**config.mk**
```make
export PLATFORM = sky130hd
export DESIGN_NAME = pio_top
export DESIGN_NICKNAME = d
export VERILOG_FILES = /design/src/design/pio_sync.v /design/src/design/pio_top.v
export VERILOG_INCLUDE_DIRS = /design/src /design/src/design
export SDC_FILE = /design/constraint.sdc
export NUM_CORES = 1
export LEC_CHECK = 0
export ABC_AREA = 1
export BUFFER_PORTS_ARGS = -buffer_cell sky130_fd_sc_hd__buf_4
export CAP_MARGIN = 30
export CORE_UTILIZATION = 64
export CTS_CLUSTER_DIAMETER = 120
export DETAILED_ROUTE_END_ITERATION = 8
export PLACE_DENSITY = 0.87
export SETUP_SLACK_MARGIN = 0.15
export SLEW_MARGIN = 5
export SYNTH_ARGS = -nofsm -noshare
export SYNTH_HDL_FRONTEND = slang
export SYNTH_HIERARCHICAL = 1
export SYNTH_SLANG_ARGS = --single-unit
```
**constraint.sdc**
```tcl
create_clock -name core_clk -period 8.8 [get_ports core_clk]
set_input_delay 0.44 -clock core_clk [delete_from_list [all_inputs] [get_ports core_clk]]
set_output_delay 0.44 -clock core_clk [all_outputs]
set_load 0.02 [all_outputs]
```
**src/design/pio_map.vh**
```
`ifndef PIO_MAP_VH
`define PIO_MAP_VH

// ------------------------------------------------------------
// register address: kind in addr[5:2], port (0..2) in addr[1:0]
// ------------------------------------------------------------
`define PIO_ADDR_W        6
`define PIO_KIND_LATCH    4'h0
`define PIO_KIND_ADSEL    4'h1
`define PIO_KIND_OTYPE    4'h2
`define PIO_KIND_DRIVE    4'h3
`define PIO_KIND_SKIP     4'h4
`define PIO_KIND_MMASK    4'h5
`define PIO_KIND_MVAL     4'h6
`define PIO_KIND_XBAR     4'h7

// ------------------------------------------------------------
// crossbar select registers (kind XBAR, port field picks one)
// ------------------------------------------------------------
`define PIO_XBAR_FIRST    2'h0
`define PIO_XBAR_SECOND   2'h1
`define PIO_XBAR_THIRD    2'h2
`define PIO_BIT_UART_EN   0
`define PIO_BIT_RADIO_EN  1
`define PIO_BIT_CROSSBAR_GLOBAL_ENABLE     6
`define PIO_BIT_PUD       7

// ------------------------------------------------------------
// pin layout: index 8*port+bit over three byte-wide ports
// ------------------------------------------------------------
`define PIO_PIN_EXIST     24'h80_7fff
`define PIO_PIN_ANALOG    24'h00_7fff
`define PIO_XBAR_LAST     14
`define PIO_UART_TX_PIN   4
`define PIO_UART_RX_PIN   5
`define PIO_RADIO_SCK     8
`define PIO_RADIO_MISO    9
`define PIO_RADIO_MOSI    10
`define PIO_RADIO_NSS     11
`define PIO_DEBUG_PIN     23

// ------------------------------------------------------------
// reset values
// ------------------------------------------------------------
`define PIO_RST_LATCH     24'hff_ffff
`define PIO_RST_ADSEL     24'hff_ffff
`define PIO_RST_OTYPE     24'h00_0000
`define PIO_RST_DRIVE     24'h00_0000
`define PIO_RST_SKIP      24'h00_0000
`define PIO_RST_MMASK     24'h00_0000
`define PIO_RST_MVAL      24'h00_0000
`define PIO_RST_XBAR      8'h00

`endif

```
**src/design/pio_sync.v**
```verilog
`timescale 1ns/1ps

// ------------------------------------------------------------
// two-stage synchroniser for asynchronous pad levels
// ------------------------------------------------------------
module pio_sync #(
  parameter WIDTH = 24
) (
  // clock and reset
  input  wire             core_clk,
  input  wire             rst,
  // levels
  input  wire [WIDTH-1:0] async_in,
  output wire [WIDTH-1:0] sync_out
);

  reg [WIDTH-1:0] meta_r;
  reg [WIDTH-1:0] sync_r;

  // first stage feeds only the second stage
  always @(posedge core_clk or posedge rst)
  begin
    if (rst)
    begin
      meta_r <= {WIDTH{1'b0}};
      sync_r <= {WIDTH{1'b0}};
    end
    else
    begin
      meta_r <= async_in;
      sync_r <= meta_r;
    end
  end

  assign sync_out = sync_r;

endmodule

```
**src/design/pio_top.v**
```verilog
// Functional notes
// - reset leaves every cell digital, not driving, with its weak pull-up on.
// - select bit 0 makes the cell analog; pull-up and input receiver off.
// - an analog pin always reads back as 0.
// - output-type 1 drives the pad high or low from the output value.
// - open-drain pulls low only for value 0, releases the pad for 1.
// - pull-up on while the cell is high impedance, off while driving low.
// - global pull-up disable at 1 turns all weak pull-ups off.
// - a digital pin reads the sensed pad level, not its latch.
// - per-pin drive strength select, low strength by default.
// - a skipped pin is never claimed by the crossbar.
// - serial port and radio serial port sit on fixed pins.
// - event capture sees digital pin transitions, skipped or assigned.
// - event capture ignores analog pins.
// - pins 1.0 to 1.3 carry the radio serial link.
// - pin 2.7 is general I/O sharing its pad with the debug data line.
// - three byte-wide ports; first fifteen pins selectable digital or analog.
// - all cell output drivers off while the crossbar global enable is 0; the debug data line can still drive pin 2.7.
// - other peripherals take the lowest free unskipped pin in priority order.
`timescale 1ns/1ps
`include "pio_map.vh"

module pio_top #(
  parameter N_GEN = 4
) (
  // clock and reset
  input  wire                   core_clk,
  input  wire                   rst,
  // register port
  input  wire [`PIO_ADDR_W-1:0] reg_addr,
  input  wire [7:0]             reg_wdata,
  input  wire                   reg_wr,
  input  wire                   reg_rd,
  output wire [7:0]             reg_rdata,
  // pads, index 8*port+bit
  input  wire [23:0]            pad_in,
  output wire [23:0]            pad_out,
  output wire [23:0]            pad_oe,
  output wire [23:0]            pad_pullup_en,
  output wire [23:0]            pad_rx_en,
  output wire [23:0]            pad_drive_high,
  // fixed serial port
  input  wire                   uart_tx,
  output wire                   uart_rx,
  // radio serial port
  input  wire                   radio_sck,
  input  wire                   radio_mosi,
  input  wire                   radio_nss,
  output wire                   radio_miso,
  // priority-assigned peripherals, bit 0 highest
  input  wire [N_GEN-1:0]       gen_out,
  input  wire [N_GEN-1:0]       gen_oe,
  output wire [N_GEN-1:0]       gen_in,
  output wire [N_GEN-1:0]       gen_placed,
  // debug data line on the shared pad
  input  wire                   debug_data_out,
  input  wire                   debug_data_oe,
  output wire                   debug_data_in,
  // event capture
  output wire                   port_match,
  output wire                   pin_edge
);

  // ------------------------------------------------------------
  // helpers
  // ------------------------------------------------------------
  // one port's byte of a 24-bit pin mask, cut on purpose to eight bits
  function [7:0] port_bits;
    input [23:0] mask;
    input [1:0]  port;
    reg   [23:0] s;
    begin
      s = mask >> (8*port);
      port_bits = s[7:0];
    end
  endfunction

  function [23:0] merge_byte;
    input [23:0] old;
    input [1:0]  port;
    input [7:0]  data;
    input [23:0] keep_one;
    reg   [23:0] r;
    begin
      r = old;
      r[8*port +: 8] = (data & port_bits(`PIO_PIN_EXIST, port)) | keep_one[8*port +: 8];
      merge_byte = r;
    end
  endfunction

  // ------------------------------------------------------------
  // registers
  // ------------------------------------------------------------
  reg  [23:0] latch_r;
  reg  [23:0] adsel_r;
  reg  [23:0] otype_r;
  reg  [23:0] drive_r;
  reg  [23:0] skip_r;
  reg  [23:0] mmask_r;
  reg  [23:0] mval_r;
  reg  [7:0]  xbar_first_r;
  reg  [7:0]  xbar_second_r;
  reg  [7:0]  xbar_third_r;
  reg  [7:0]  rdata_r;
  reg  [7:0]  rdata_nxt;
  reg  [23:0] pin_prev_r;
  reg         port_match_r;
  reg         pin_edge_r;

  wire [3:0]  kind = reg_addr[5:2];
  wire [1:0]  port = reg_addr[1:0];
  wire        port_ok = (port != 2'h3);
  wire [23:0] pad_sync;
  wire        xbar_en   = xbar_third_r[`PIO_BIT_CROSSBAR_GLOBAL_ENABLE];
  wire        pud       = xbar_third_r[`PIO_BIT_PUD];
  wire        uart_en   = xbar_first_r[`PIO_BIT_UART_EN];
  wire        radio_en  = xbar_first_r[`PIO_BIT_RADIO_EN];
  // pins without an analog option stay digital whatever software writes
  wire [23:0] digital   = (adsel_r | ~`PIO_PIN_ANALOG) & `PIO_PIN_EXIST;
  wire [23:0] pin_read  = pad_sync & digital;

  always @(posedge core_clk or posedge rst)
  begin
    if (rst)
    begin
      latch_r       <= `PIO_RST_LATCH;
      adsel_r       <= `PIO_RST_ADSEL;
      otype_r       <= `PIO_RST_OTYPE;
      drive_r       <= `PIO_RST_DRIVE;
      skip_r        <= `PIO_RST_SKIP;
      mmask_r       <= `PIO_RST_MMASK;
      mval_r        <= `PIO_RST_MVAL;
      xbar_first_r  <= `PIO_RST_XBAR;
      xbar_second_r <= `PIO_RST_XBAR;
      xbar_third_r  <= `PIO_RST_XBAR;
    end
    else if (reg_wr && port_ok)
    begin
      // one bit per pin outside the crossbar registers, bit n drives pin n of the addressed port
      if (kind == `PIO_KIND_LATCH)
        latch_r <= merge_byte(latch_r, port, reg_wdata, 24'h0);
      else if (kind == `PIO_KIND_ADSEL)
        adsel_r <= merge_byte(adsel_r, port, reg_wdata & port_bits(`PIO_PIN_ANALOG, port), 24'h0);
      else if (kind == `PIO_KIND_OTYPE)
        otype_r <= merge_byte(otype_r, port, reg_wdata, 24'h0);
      else if (kind == `PIO_KIND_DRIVE)
        drive_r <= merge_byte(drive_r, port, reg_wdata, 24'h0);
      else if (kind == `PIO_KIND_SKIP)
        skip_r <= merge_byte(skip_r, port, reg_wdata, 24'h0);
      else if (kind == `PIO_KIND_MMASK)
        mmask_r <= merge_byte(mmask_r, port, reg_wdata, 24'h0);
      else if (kind == `PIO_KIND_MVAL)
        mval_r <= merge_byte(mval_r, port, reg_wdata, 24'h0);
      else if (kind == `PIO_KIND_XBAR)
      begin
        if (port == `PIO_XBAR_FIRST)
          xbar_first_r <= reg_wdata & 8'h03;
        else if (port == `PIO_XBAR_SECOND)
          xbar_second_r <= reg_wdata;
        else
          xbar_third_r <= reg_wdata & 8'hc0;
      end
    end
  end

  // ------------------------------------------------------------
  // read port: data valid only in the cycle after the strobe
  // ------------------------------------------------------------
  always @*
  begin
    rdata_nxt = 8'h00;
    if (reg_rd && port_ok)
    begin
      if (kind == `PIO_KIND_LATCH)
        rdata_nxt = pin_read[8*port +: 8];
      else if (kind == `PIO_KIND_ADSEL)
        rdata_nxt = adsel_r[8*port +: 8] & port_bits(`PIO_PIN_ANALOG, port);
      else if (kind == `PIO_KIND_OTYPE)
        rdata_nxt = otype_r[8*port +: 8];
      else if (kind == `PIO_KIND_DRIVE)
        rdata_nxt = drive_r[8*port +: 8];
      else if (kind == `PIO_KIND_SKIP)
        rdata_nxt = skip_r[8*port +: 8];
      else if (kind == `PIO_KIND_MMASK)
        rdata_nxt = mmask_r[8*port +: 8];
      else if (kind == `PIO_KIND_MVAL)
        rdata_nxt = mval_r[8*port +: 8];
      else if (kind == `PIO_KIND_XBAR)
      begin
        if (port == `PIO_XBAR_FIRST)
          rdata_nxt = xbar_first_r;
        else if (port == `PIO_XBAR_SECOND)
          rdata_nxt = xbar_second_r;
        else
          rdata_nxt = xbar_third_r;
      end
    end
  end

  always @(posedge core_clk or posedge rst)
  begin
    if (rst)
      rdata_r <= 8'h00;
    else
      rdata_r <= rdata_nxt;
  end

  assign reg_rdata = rdata_r;

  // ------------------------------------------------------------
  // pad input synchroniser
  // ------------------------------------------------------------
  pio_sync #(
    .WIDTH    (24)
  ) u_sync (
    .core_clk (core_clk),
    .rst      (rst),
    .async_in (pad_in),
    .sync_out (pad_sync)
  );

  // ------------------------------------------------------------
  // priority crossbar
  // ------------------------------------------------------------
  reg [23:0]      own;
  reg [23:0]      own_val;
  reg [23:0]      own_drv;
  reg [23:0]      taken;
  reg [N_GEN-1:0] placed;
  reg [5*N_GEN-1:0] gen_pin;
  reg             found;
  integer         k;
  integer         i;

  always @*
  begin
    own     = 24'h0;
    own_val = 24'h0;
    own_drv = 24'h0;
    placed  = {N_GEN{1'b0}};
    gen_pin = {5*N_GEN{1'b0}};
    found   = 1'b0;
    // fixed pins first; a skipped pin is still never claimed
    if (uart_en)
    begin
      own[`PIO_UART_TX_PIN]     = ~skip_r[`PIO_UART_TX_PIN];
      own_val[`PIO_UART_TX_PIN] = uart_tx;
      own_drv[`PIO_UART_TX_PIN] = 1'b1;
      own[`PIO_UART_RX_PIN]     = ~skip_r[`PIO_UART_RX_PIN];
    end
    if (radio_en)
    begin
      own[`PIO_RADIO_SCK]      = ~skip_r[`PIO_RADIO_SCK];
      own_val[`PIO_RADIO_SCK]  = radio_sck;
      own_drv[`PIO_RADIO_SCK]  = 1'b1;
      own[`PIO_RADIO_MISO]     = ~skip_r[`PIO_RADIO_MISO];
      own[`PIO_RADIO_MOSI]     = ~skip_r[`PIO_RADIO_MOSI];
      own_val[`PIO_RADIO_MOSI] = radio_mosi;
      own_drv[`PIO_RADIO_MOSI] = 1'b1;
      own[`PIO_RADIO_NSS]      = ~skip_r[`PIO_RADIO_NSS];
      own_val[`PIO_RADIO_NSS]  = radio_nss;
      own_drv[`PIO_RADIO_NSS]  = 1'b1;
    end
    taken = own | skip_r;
    for (k = 0; k < N_GEN; k = k + 1)
    begin
      found = 1'b0;
      if (xbar_second_r[k])
      begin
        for (i = 0; i <= `PIO_XBAR_LAST; i = i + 1)
        begin
          if (!found && !taken[i])
          begin
            found            = 1'b1;
            taken[i]         = 1'b1;
            own[i]           = 1'b1;
            own_val[i]       = gen_out[k];
            own_drv[i]       = gen_oe[k];
            gen_pin[5*k +: 5] = i[4:0];
          end
        end
      end
      placed[k] = found;
    end
  end

  genvar g;
  generate
    for (g = 0; g < N_GEN; g = g + 1)
    begin : g_gen_in
      assign gen_in[g] = placed[g] & pin_read[gen_pin[5*g +: 5]];
    end
  endgenerate

  assign gen_placed = placed;
  assign uart_rx    = pin_read[`PIO_UART_RX_PIN];
  assign radio_miso = pin_read[`PIO_RADIO_MISO];

  // ------------------------------------------------------------
  // cell drivers
  // ------------------------------------------------------------
  wire [23:0] out_val  = (own & own_val) | (~own & latch_r);
  // drivers stay off until the crossbar is enabled
  wire [23:0] want_drv = {24{xbar_en}} & (~own | own_drv);
  wire [23:0] pp_oe    = want_drv & otype_r;
  wire [23:0] od_oe    = want_drv & ~otype_r & ~out_val;
  wire [23:0] cell_oe  = (pp_oe | od_oe) & `PIO_PIN_EXIST;
  wire [23:0] cell_out = pp_oe & out_val;
  // debug owns the shared pad while it drives, even with the crossbar off
  wire [23:0] dbg_sel  = {debug_data_oe, 23'h0};

  assign pad_oe         = (cell_oe & ~dbg_sel) | dbg_sel;
  assign pad_out        = (cell_out & ~dbg_sel) | (dbg_sel & {24{debug_data_out}});
  // pull-up only while released; a driven-low pad never sees it
  assign pad_pullup_en  = digital & ~pad_oe & {24{~pud}};
  assign pad_rx_en      = digital;
  assign pad_drive_high = drive_r & `PIO_PIN_EXIST;
  assign debug_data_in  = pad_sync[`PIO_DEBUG_PIN];

  // ------------------------------------------------------------
  // event capture on digital pins only
  // ------------------------------------------------------------
  wire [23:0] watch = mmask_r & digital;

  always @(posedge core_clk or posedge rst)
  begin
    if (rst)
    begin
      pin_prev_r   <= 24'h0;
      port_match_r <= 1'b0;
      pin_edge_r   <= 1'b0;
    end
    else
    begin
      // works on skipped and crossbar-assigned pins alike
      pin_prev_r   <= pin_read;
      port_match_r <= |((pin_read ^ mval_r) & watch);
      pin_edge_r   <= |((pin_read ^ pin_prev_r) & watch);
    end
  end

  assign port_match = port_match_r;
  assign pin_edge   = pin_edge_r;

endmodule

```
### Yosys cells after proc, flatten, opt, wreduce, memory -nomap -nowiden

Cells that the tools add are included.
Widths: inputs -> output; s select.

| operators by class | value |
|---|---|
| add/subtract/negate cells | 1 |
| order comparisons | 4 |
| equal/unequal tests | 9 |
| shift-type cells | 13 |
| muxes and demuxes | 450 |
| bitwise logic cells | 55 |
| reduce and logical (&&, ||, !) cells | 184 |

Operators with widths:

| operator | number |
|---|---|
| $and 24x24->24 | 15 |
| $mux 1 | 353 |
| $mux 5 | 56 |
| $mux 15 | 15 |
| $bwmux 24 | 7 |
| $shiftx 24x6->8 | 7 |
| $logic_not 1->1 | 112 |
| $not 24->24 | 4 |
| $mux 8 | 11 |
| $or 24x24->24 | 3 |
| $shiftx 8x34->24 | 2 |
| $logic_and 1x1->1 | 58 |
| $reduce_or 24->1 | 2 |
| $xor 24x24->24 | 2 |
| $neg 5->34 | 1 |
| $shift 8x34->24 const A | 1 |
| $and 8x8->8 | 4 |
| $lt 5x6->1 const B | 4 |
| $not 15->24 | 1 |
| $or 15x24->24 | 1 |
| $or 24x15->24 | 1 |
| $shiftx 24x6->8 const A | 1 |
| $shr 24x5->8 const A | 1 |
| $reduce_and 11->1 | 2 |
| other kinds (24) | 52 |

| storage, ports and cells | value |
|---|---|
| flip-flop bits (word level) | 262 |
| input port bits | 56 |
| output and inout port bits | 141 |
| logic and storage cells | 732 |

### Logic depth before layout (Yosys ltp)

| depth | value |
|---|---|
| word-level depth | 246 |
| depth in mapped cells | 25 |
| gate-level depth less buffers | 24 |

### By module

Netlist, hierarchy kept.

Modules (own cells, without submodules):

| module | times used | cells an instance | area an instance (um^2) | sequential area each (um^2) |
|---|---|---|---|---|
| pio_top | 1 | 2042 | 13977.2 | 5031.1 |
| pio_sync | 1 | 49 | 1204.9 | 1201.2 |

### Worst setup path before layout

Ideal clock, no wire load.

| timing | value |
|---|---|
| kind | register -> output |
| start point | register skip_r[0] |
| end point | output pad_pullup_en[12] |
| data arrival time | 2.989 ns |
| data required time | 8.360 ns |
| setup slack | 5.371 ns |
| stages on the path, launching flop included | 22 |
| path buffers | 1 |
| path through | dfrtp_1 buf_4 nor2_1 nor2_1 nand3_2 nand2_2 nand3_1 nor2_4 nand3_1 nand2_1 inv_1 nor2_2 nand2_2 nor2_2 nand3_1 nor2_2 nand3_1 o21ai_1 inv_1 o221ai_1 a21oi_1 nor3_1 |

| between the ends | value |
|---|---|
| cells in the longest elaborated chain, start to end | 74 |
| elaborated cells on any way between the ends | 308 |
| classes of those cells | mux: 159; bitwise: 17; reduce/logical: 132 |

Ends and longest elaborated chain:

| element | line | text |
|---|---|---|
| start, declared | pio_top.v:98 | `reg [23:0] skip_r;` |
| start signal, assigned | pio_top.v:130 | `` skip_r <= `PIO_RST_SKIP; `` |
| start signal, assigned | pio_top.v:149 | `skip_r <= merge_byte(skip_r, port, reg_wdata, 24'h0);` |
| $or 12x15->15 (*) | pio_top.v:264 | `taken = own \| skip_r;` |
| $mux 1 | pio_top.v:272 | `if (!found && !taken[i])` |
| $mux 1 | pio_top.v:268 | `if (xbar_second_r[k])` |
| $logic_not 1->1 | pio_top.v:272 |  |
| $logic_and 1x1->1 | pio_top.v:272 |  |
| $mux 1 | pio_top.v:272 |  |
| $mux 15 / $mux 1 (equally long branches) | pio_top.v:268 |  |
| $logic_not 1->1 | pio_top.v:272 |  |
| [58 not listed] | - |  |
| $and 24x24->24 / $not 24->24 (equally long branches) | pio_top.v:306 | `wire [23:0] od_oe = want_drv & ~otype_r & ~out_val;` |
| $and 24x24->24 | pio_top.v:306 |  |
| $or 24x24->24 (*) | pio_top.v:307 | `` wire [23:0] cell_oe = (pp_oe \| od_oe) & `PIO_PIN_EXIST; `` |
| $and 24x24->24 (*) | pio_top.v:312 | `assign pad_oe = (cell_oe & ~dbg_sel) \| dbg_sel;` |
| $or 24x24->24 (*) | pio_top.v:312 |  |
| named net pad_oe[12] | pio_top.v:38 | `output wire [23:0] pad_oe,` |
| $not 24->24 (*) | pio_top.v:315 | `assign pad_pullup_en = digital & ~pad_oe & {24{~pud}};` |
| $and 24x24->24 (*) (2 in series) | pio_top.v:315 |  |
| end, declared | pio_top.v:39 | `output wire [23:0] pad_pullup_en,` |

The timed path passes the listed nets; every way through them passes the cells marked *. The select of a mux whose other input is x is not followed.

### Worst setup path in the final report

| timing | value |
|---|---|
| start point | register xbar_second_r[1] |
| end point | output pad_pullup_en[8] |

| between the ends | value |
|---|---|
| cells in the longest elaborated chain, start to end | 50 |
| elaborated cells on any way between the ends | 121 |
| classes of those cells | mux: 57; bitwise: 16; reduce/logical: 48 |

Ends and longest elaborated chain:

| element | line | text |
|---|---|---|
| start, declared | pio_top.v:102 | `reg [7:0] xbar_second_r;` |
| start signal, assigned | pio_top.v:134 | `` xbar_second_r <= `PIO_RST_XBAR; `` |
| start signal, assigned | pio_top.v:159 | `xbar_second_r <= reg_wdata;` |
| $mux 15 | pio_top.v:268 |  |
| $mux 1 | pio_top.v:272 |  |
| $mux 1 | pio_top.v:268 |  |
| $logic_not 1->1 | pio_top.v:272 |  |
| $logic_and 1x1->1 | pio_top.v:272 |  |
| $mux 1 | pio_top.v:272 |  |
| $mux 15 / $mux 1 (equally long branches) | pio_top.v:268 |  |
| $logic_not 1->1 | pio_top.v:272 |  |
| [33 not listed] | - |  |
| $and 24x24->24 / $or 15x24->24 (equally long branches) | pio_top.v:304, pio_top.v:302 |  |
| $and 24x24->24 / $not 24->24 (equally long branches) | pio_top.v:306 |  |
| $and 24x24->24 | pio_top.v:306 |  |
| $or 24x24->24 (*) | pio_top.v:307 |  |
| $and 24x24->24 (*) | pio_top.v:312 |  |
| $or 24x24->24 (*) | pio_top.v:312 |  |
| $not 24->24 (*) | pio_top.v:315 |  |
| $and 24x24->24 (*) (2 in series) | pio_top.v:315 |  |

Every way passes the cells marked *; elsewhere a longest branch is shown, timed or not. The select of a mux whose other input is x is not followed.

==> results.json <==
{
  "status": "finished, violations left",
  "violations": "design-rule violations",
  "post-route-util": 0.734,
  "cp-end-kind": "output port",
  "layout_commonest_cell": "nand2_1",
  "drt_iter0_drc": 2650,
  "htree_levels": 1,
  "crit_path_cell_trace": "inv_2 -> nand2_1 -> nand2_1 -> nand2_1 -> nand3_1 -> nor2_1 -> inv_1 -> nand2_1 -> nand3_1 -> nor2_2 -> nand2_2 -> nor2_1 -> nand2_1 -> nand2_1 -> o22ai_1 -> a41oi_1 -> a21oi_1 -> nor3_1 -> buf_4",
  "cts_root_buf": "clkbuf_16",
  "rsz0062_at_grt": "false",
  "rows": 55,
  "ios": 197,
  "drc": 42,
  "cts_resized": 0,
  "die_h_um": 154,
  "min_period_over_period": 0.622,
  "cts_tree": "yes",
  "area_delta_synth_final_pct": 12.4,
  "vias_per_cell": 6.60,
  "io_buffers": 155,
  "crit_path_frequent_cell": "nand2_1",
  "cts_made_buffers": 24,
  "worstSetupPathType": "register to output port",
  "power_density_nw_per_um2": 171,
  "gp_congestion": 1.09,
  "syn-instance-count": 2075,
  "critPathRequiredTime_ns": 8.36,
  "tightest_slew_ns": 1.01,
  "whs_ns": 0.0206,
  "grt_pass1_wl_um": 88300,
  "crit_buf_inv": 3,
  "core_area_um2": 22600,
  "clock_latency_ns": 0.54,
  "hold_viol": 0,
  "fp.dieW_um": 154,
  "fin_setup_tns_ns": 0,
  "peakVddDrop_v": 0.000166,
  "placed_cell_area_um2": 15800,
  "crit_family": "simple AND/OR/NAND/NOR gates",
  "leakage_nw": 7.73,
  "relSlewSlack": 0.327,
  "clockBufferDepth": 3,
  "crit_fanout": 14,
  "fillerInstances": 1749,
  "slowest_stage": "dfrtp_1",
  "n_antenna_cell": 0,
  "fin_area_um2": 16600,
  "clkSlewWorstSetupHoldPaths_ns": 0.06,
  "grt.total_usage": 0.502,
  "drt_pre_antenna_iters": 9,
  "layout_common_cells": "nand2_1 (457), inv_1 (261), o21ai_0 (246)",
  "critPathLaunchType": "register",
  "antenna_found_initial": 2,
  "start_util": 0.653,
  "dp_hpwl_um": 44400,
  "final.setup_skew_ns": 0.0226,
  "dp_cells": 2431,
  "avgSynthCellArea_um2": 7.12,
  "die_area_um2": 23700,
  "via_count": 16300,
  "slew_viol_final": 0,
  "nNetsFinal": 2235,
  "drive_above_1_share": 0.153,
  "yosysWarnings": 6,
  "min_period_ns": 5.48,
  "cts.sinks": 231,
  "wl_um": 59900,
  "max_freq_mhz": 183,
  "report.final.setup_viol": 0,
  "first_global_vias": 14800,
  "hp-class": "input port to register",
  "grt-ovfl-total": 0,
  "avgRoutedWirePerCell_um": 24.2,
  "postCtsSetupBuffers": 0,
  "netlist_area_um2": 14800,
  "final_cells": 2478,
  "crit_path_max_incr_delay_ns": 0.80,
  "grt_max_degree": 118,
  "detail-route-antenna-nets": 0,
  "arrival_ns": 5.04,
  "cts_hold_buf": 1,
  "cap_violations": 0
}
-- power breakdown --
| part | leakage, nW | switching, mW | total [mW] | internal [mW] |
|---|---|---|---|---|
| clock | 0.383 | 0.434 | 1.01 | 0.576 |
| combinational | 4.43 | 0.433 | 0.604 | 0.171 |
| sequential | 2.92 | 0.0792 | 1.22 | 1.14 |
| total | 7.73 | 0.946 | 2.84 | 1.89 |
-- worst reg2reg max path: cells and delay by family (launching register included) --
family                 cells  cell delay, ns
buffers and inverters      1            0.32
AO/OA/AOI/OAI              2            0.75
flip-flops                 1            0.80
AND/OR/NAND/NOR            5            0.63
-- path summary, 6_finish.rpt --
path,from,end,slack [ns],cells past startpoint
min in group asynchronous,rst,u_sync/meta_r[7]$_DFF_PP0_,0.57,3
worst min-delay path,pad_in[7],u_sync/meta_r[7]$_DFF_PP0_,0.02,1
max in group asynchronous,rst,latch_r[0]$_DFFE_PP1P_,7.03,5
worst max-delay path,xbar_second_r[1]$_DFFE_PP0P_,pad_pullup_en[8],3.32,19
worst max register to register,xbar_second_r[1]$_DFFE_PP0P_,reg_rdata[1]$_DFF_PP0_,6.21,8
worst min register to register,u_sync/meta_r[12]$_DFF_PP0_,u_sync/sync_out[12]$_DFF_PP0_,0.35,0
-- sequential cells by signal (all words and copies together) (netlist names), 8 cells and up --
register / count
latch_r: 24
adsel_r: 17
otype_r: 24
drive_r: 24
u_sync/sync_out: 16
skip_r: 24
mval_r: 24
u_sync/meta_r: 16
reg_rdata: 8
mmask_r: 24
xbar_second_r: 8
pin_prev_r: 16
-- routing by layer --
| metal | track usage | part of all wire |
|---|---|---|
| met5 | 0.00828 | 0.00018 |
| met4 | 0.318 | 0.082 |
| met3 | 0.169 | 0.16 |
| met2 | 0.714 | 0.40 |
| met1 | 0.655 | 0.36 |
-- through the flow --
| stage | power [mW] | setup WS, ns |
|---|---|---|
| floorplan | 1.59 | 3.00 |
| global placement | 1.79 | 4.34 |
| detailed placement | 1.80 | 4.23 |
| CTS | 2.79 | 3.68 |
| global route | 2.90 | 3.22 |
| finish | 2.84 | 3.32 |
-- area by class of cell --
cell class | count | area, um^2 | area share
well taps | 285 | 357 | 0.0215
inverters | 288 | 1090 | 0.0655
clock buffers | 35 | 692 | 0.0416
clock inverters | 9 | 83.8 | 0.00505
flip-flops and latches | 231 | 5830 | 0.351
multi-input cells | 1462 | 7260 | 0.437
repair buffers | 168 | 1300 | 0.0785
No activity file was read; power rests on OpenSTA's default activity.
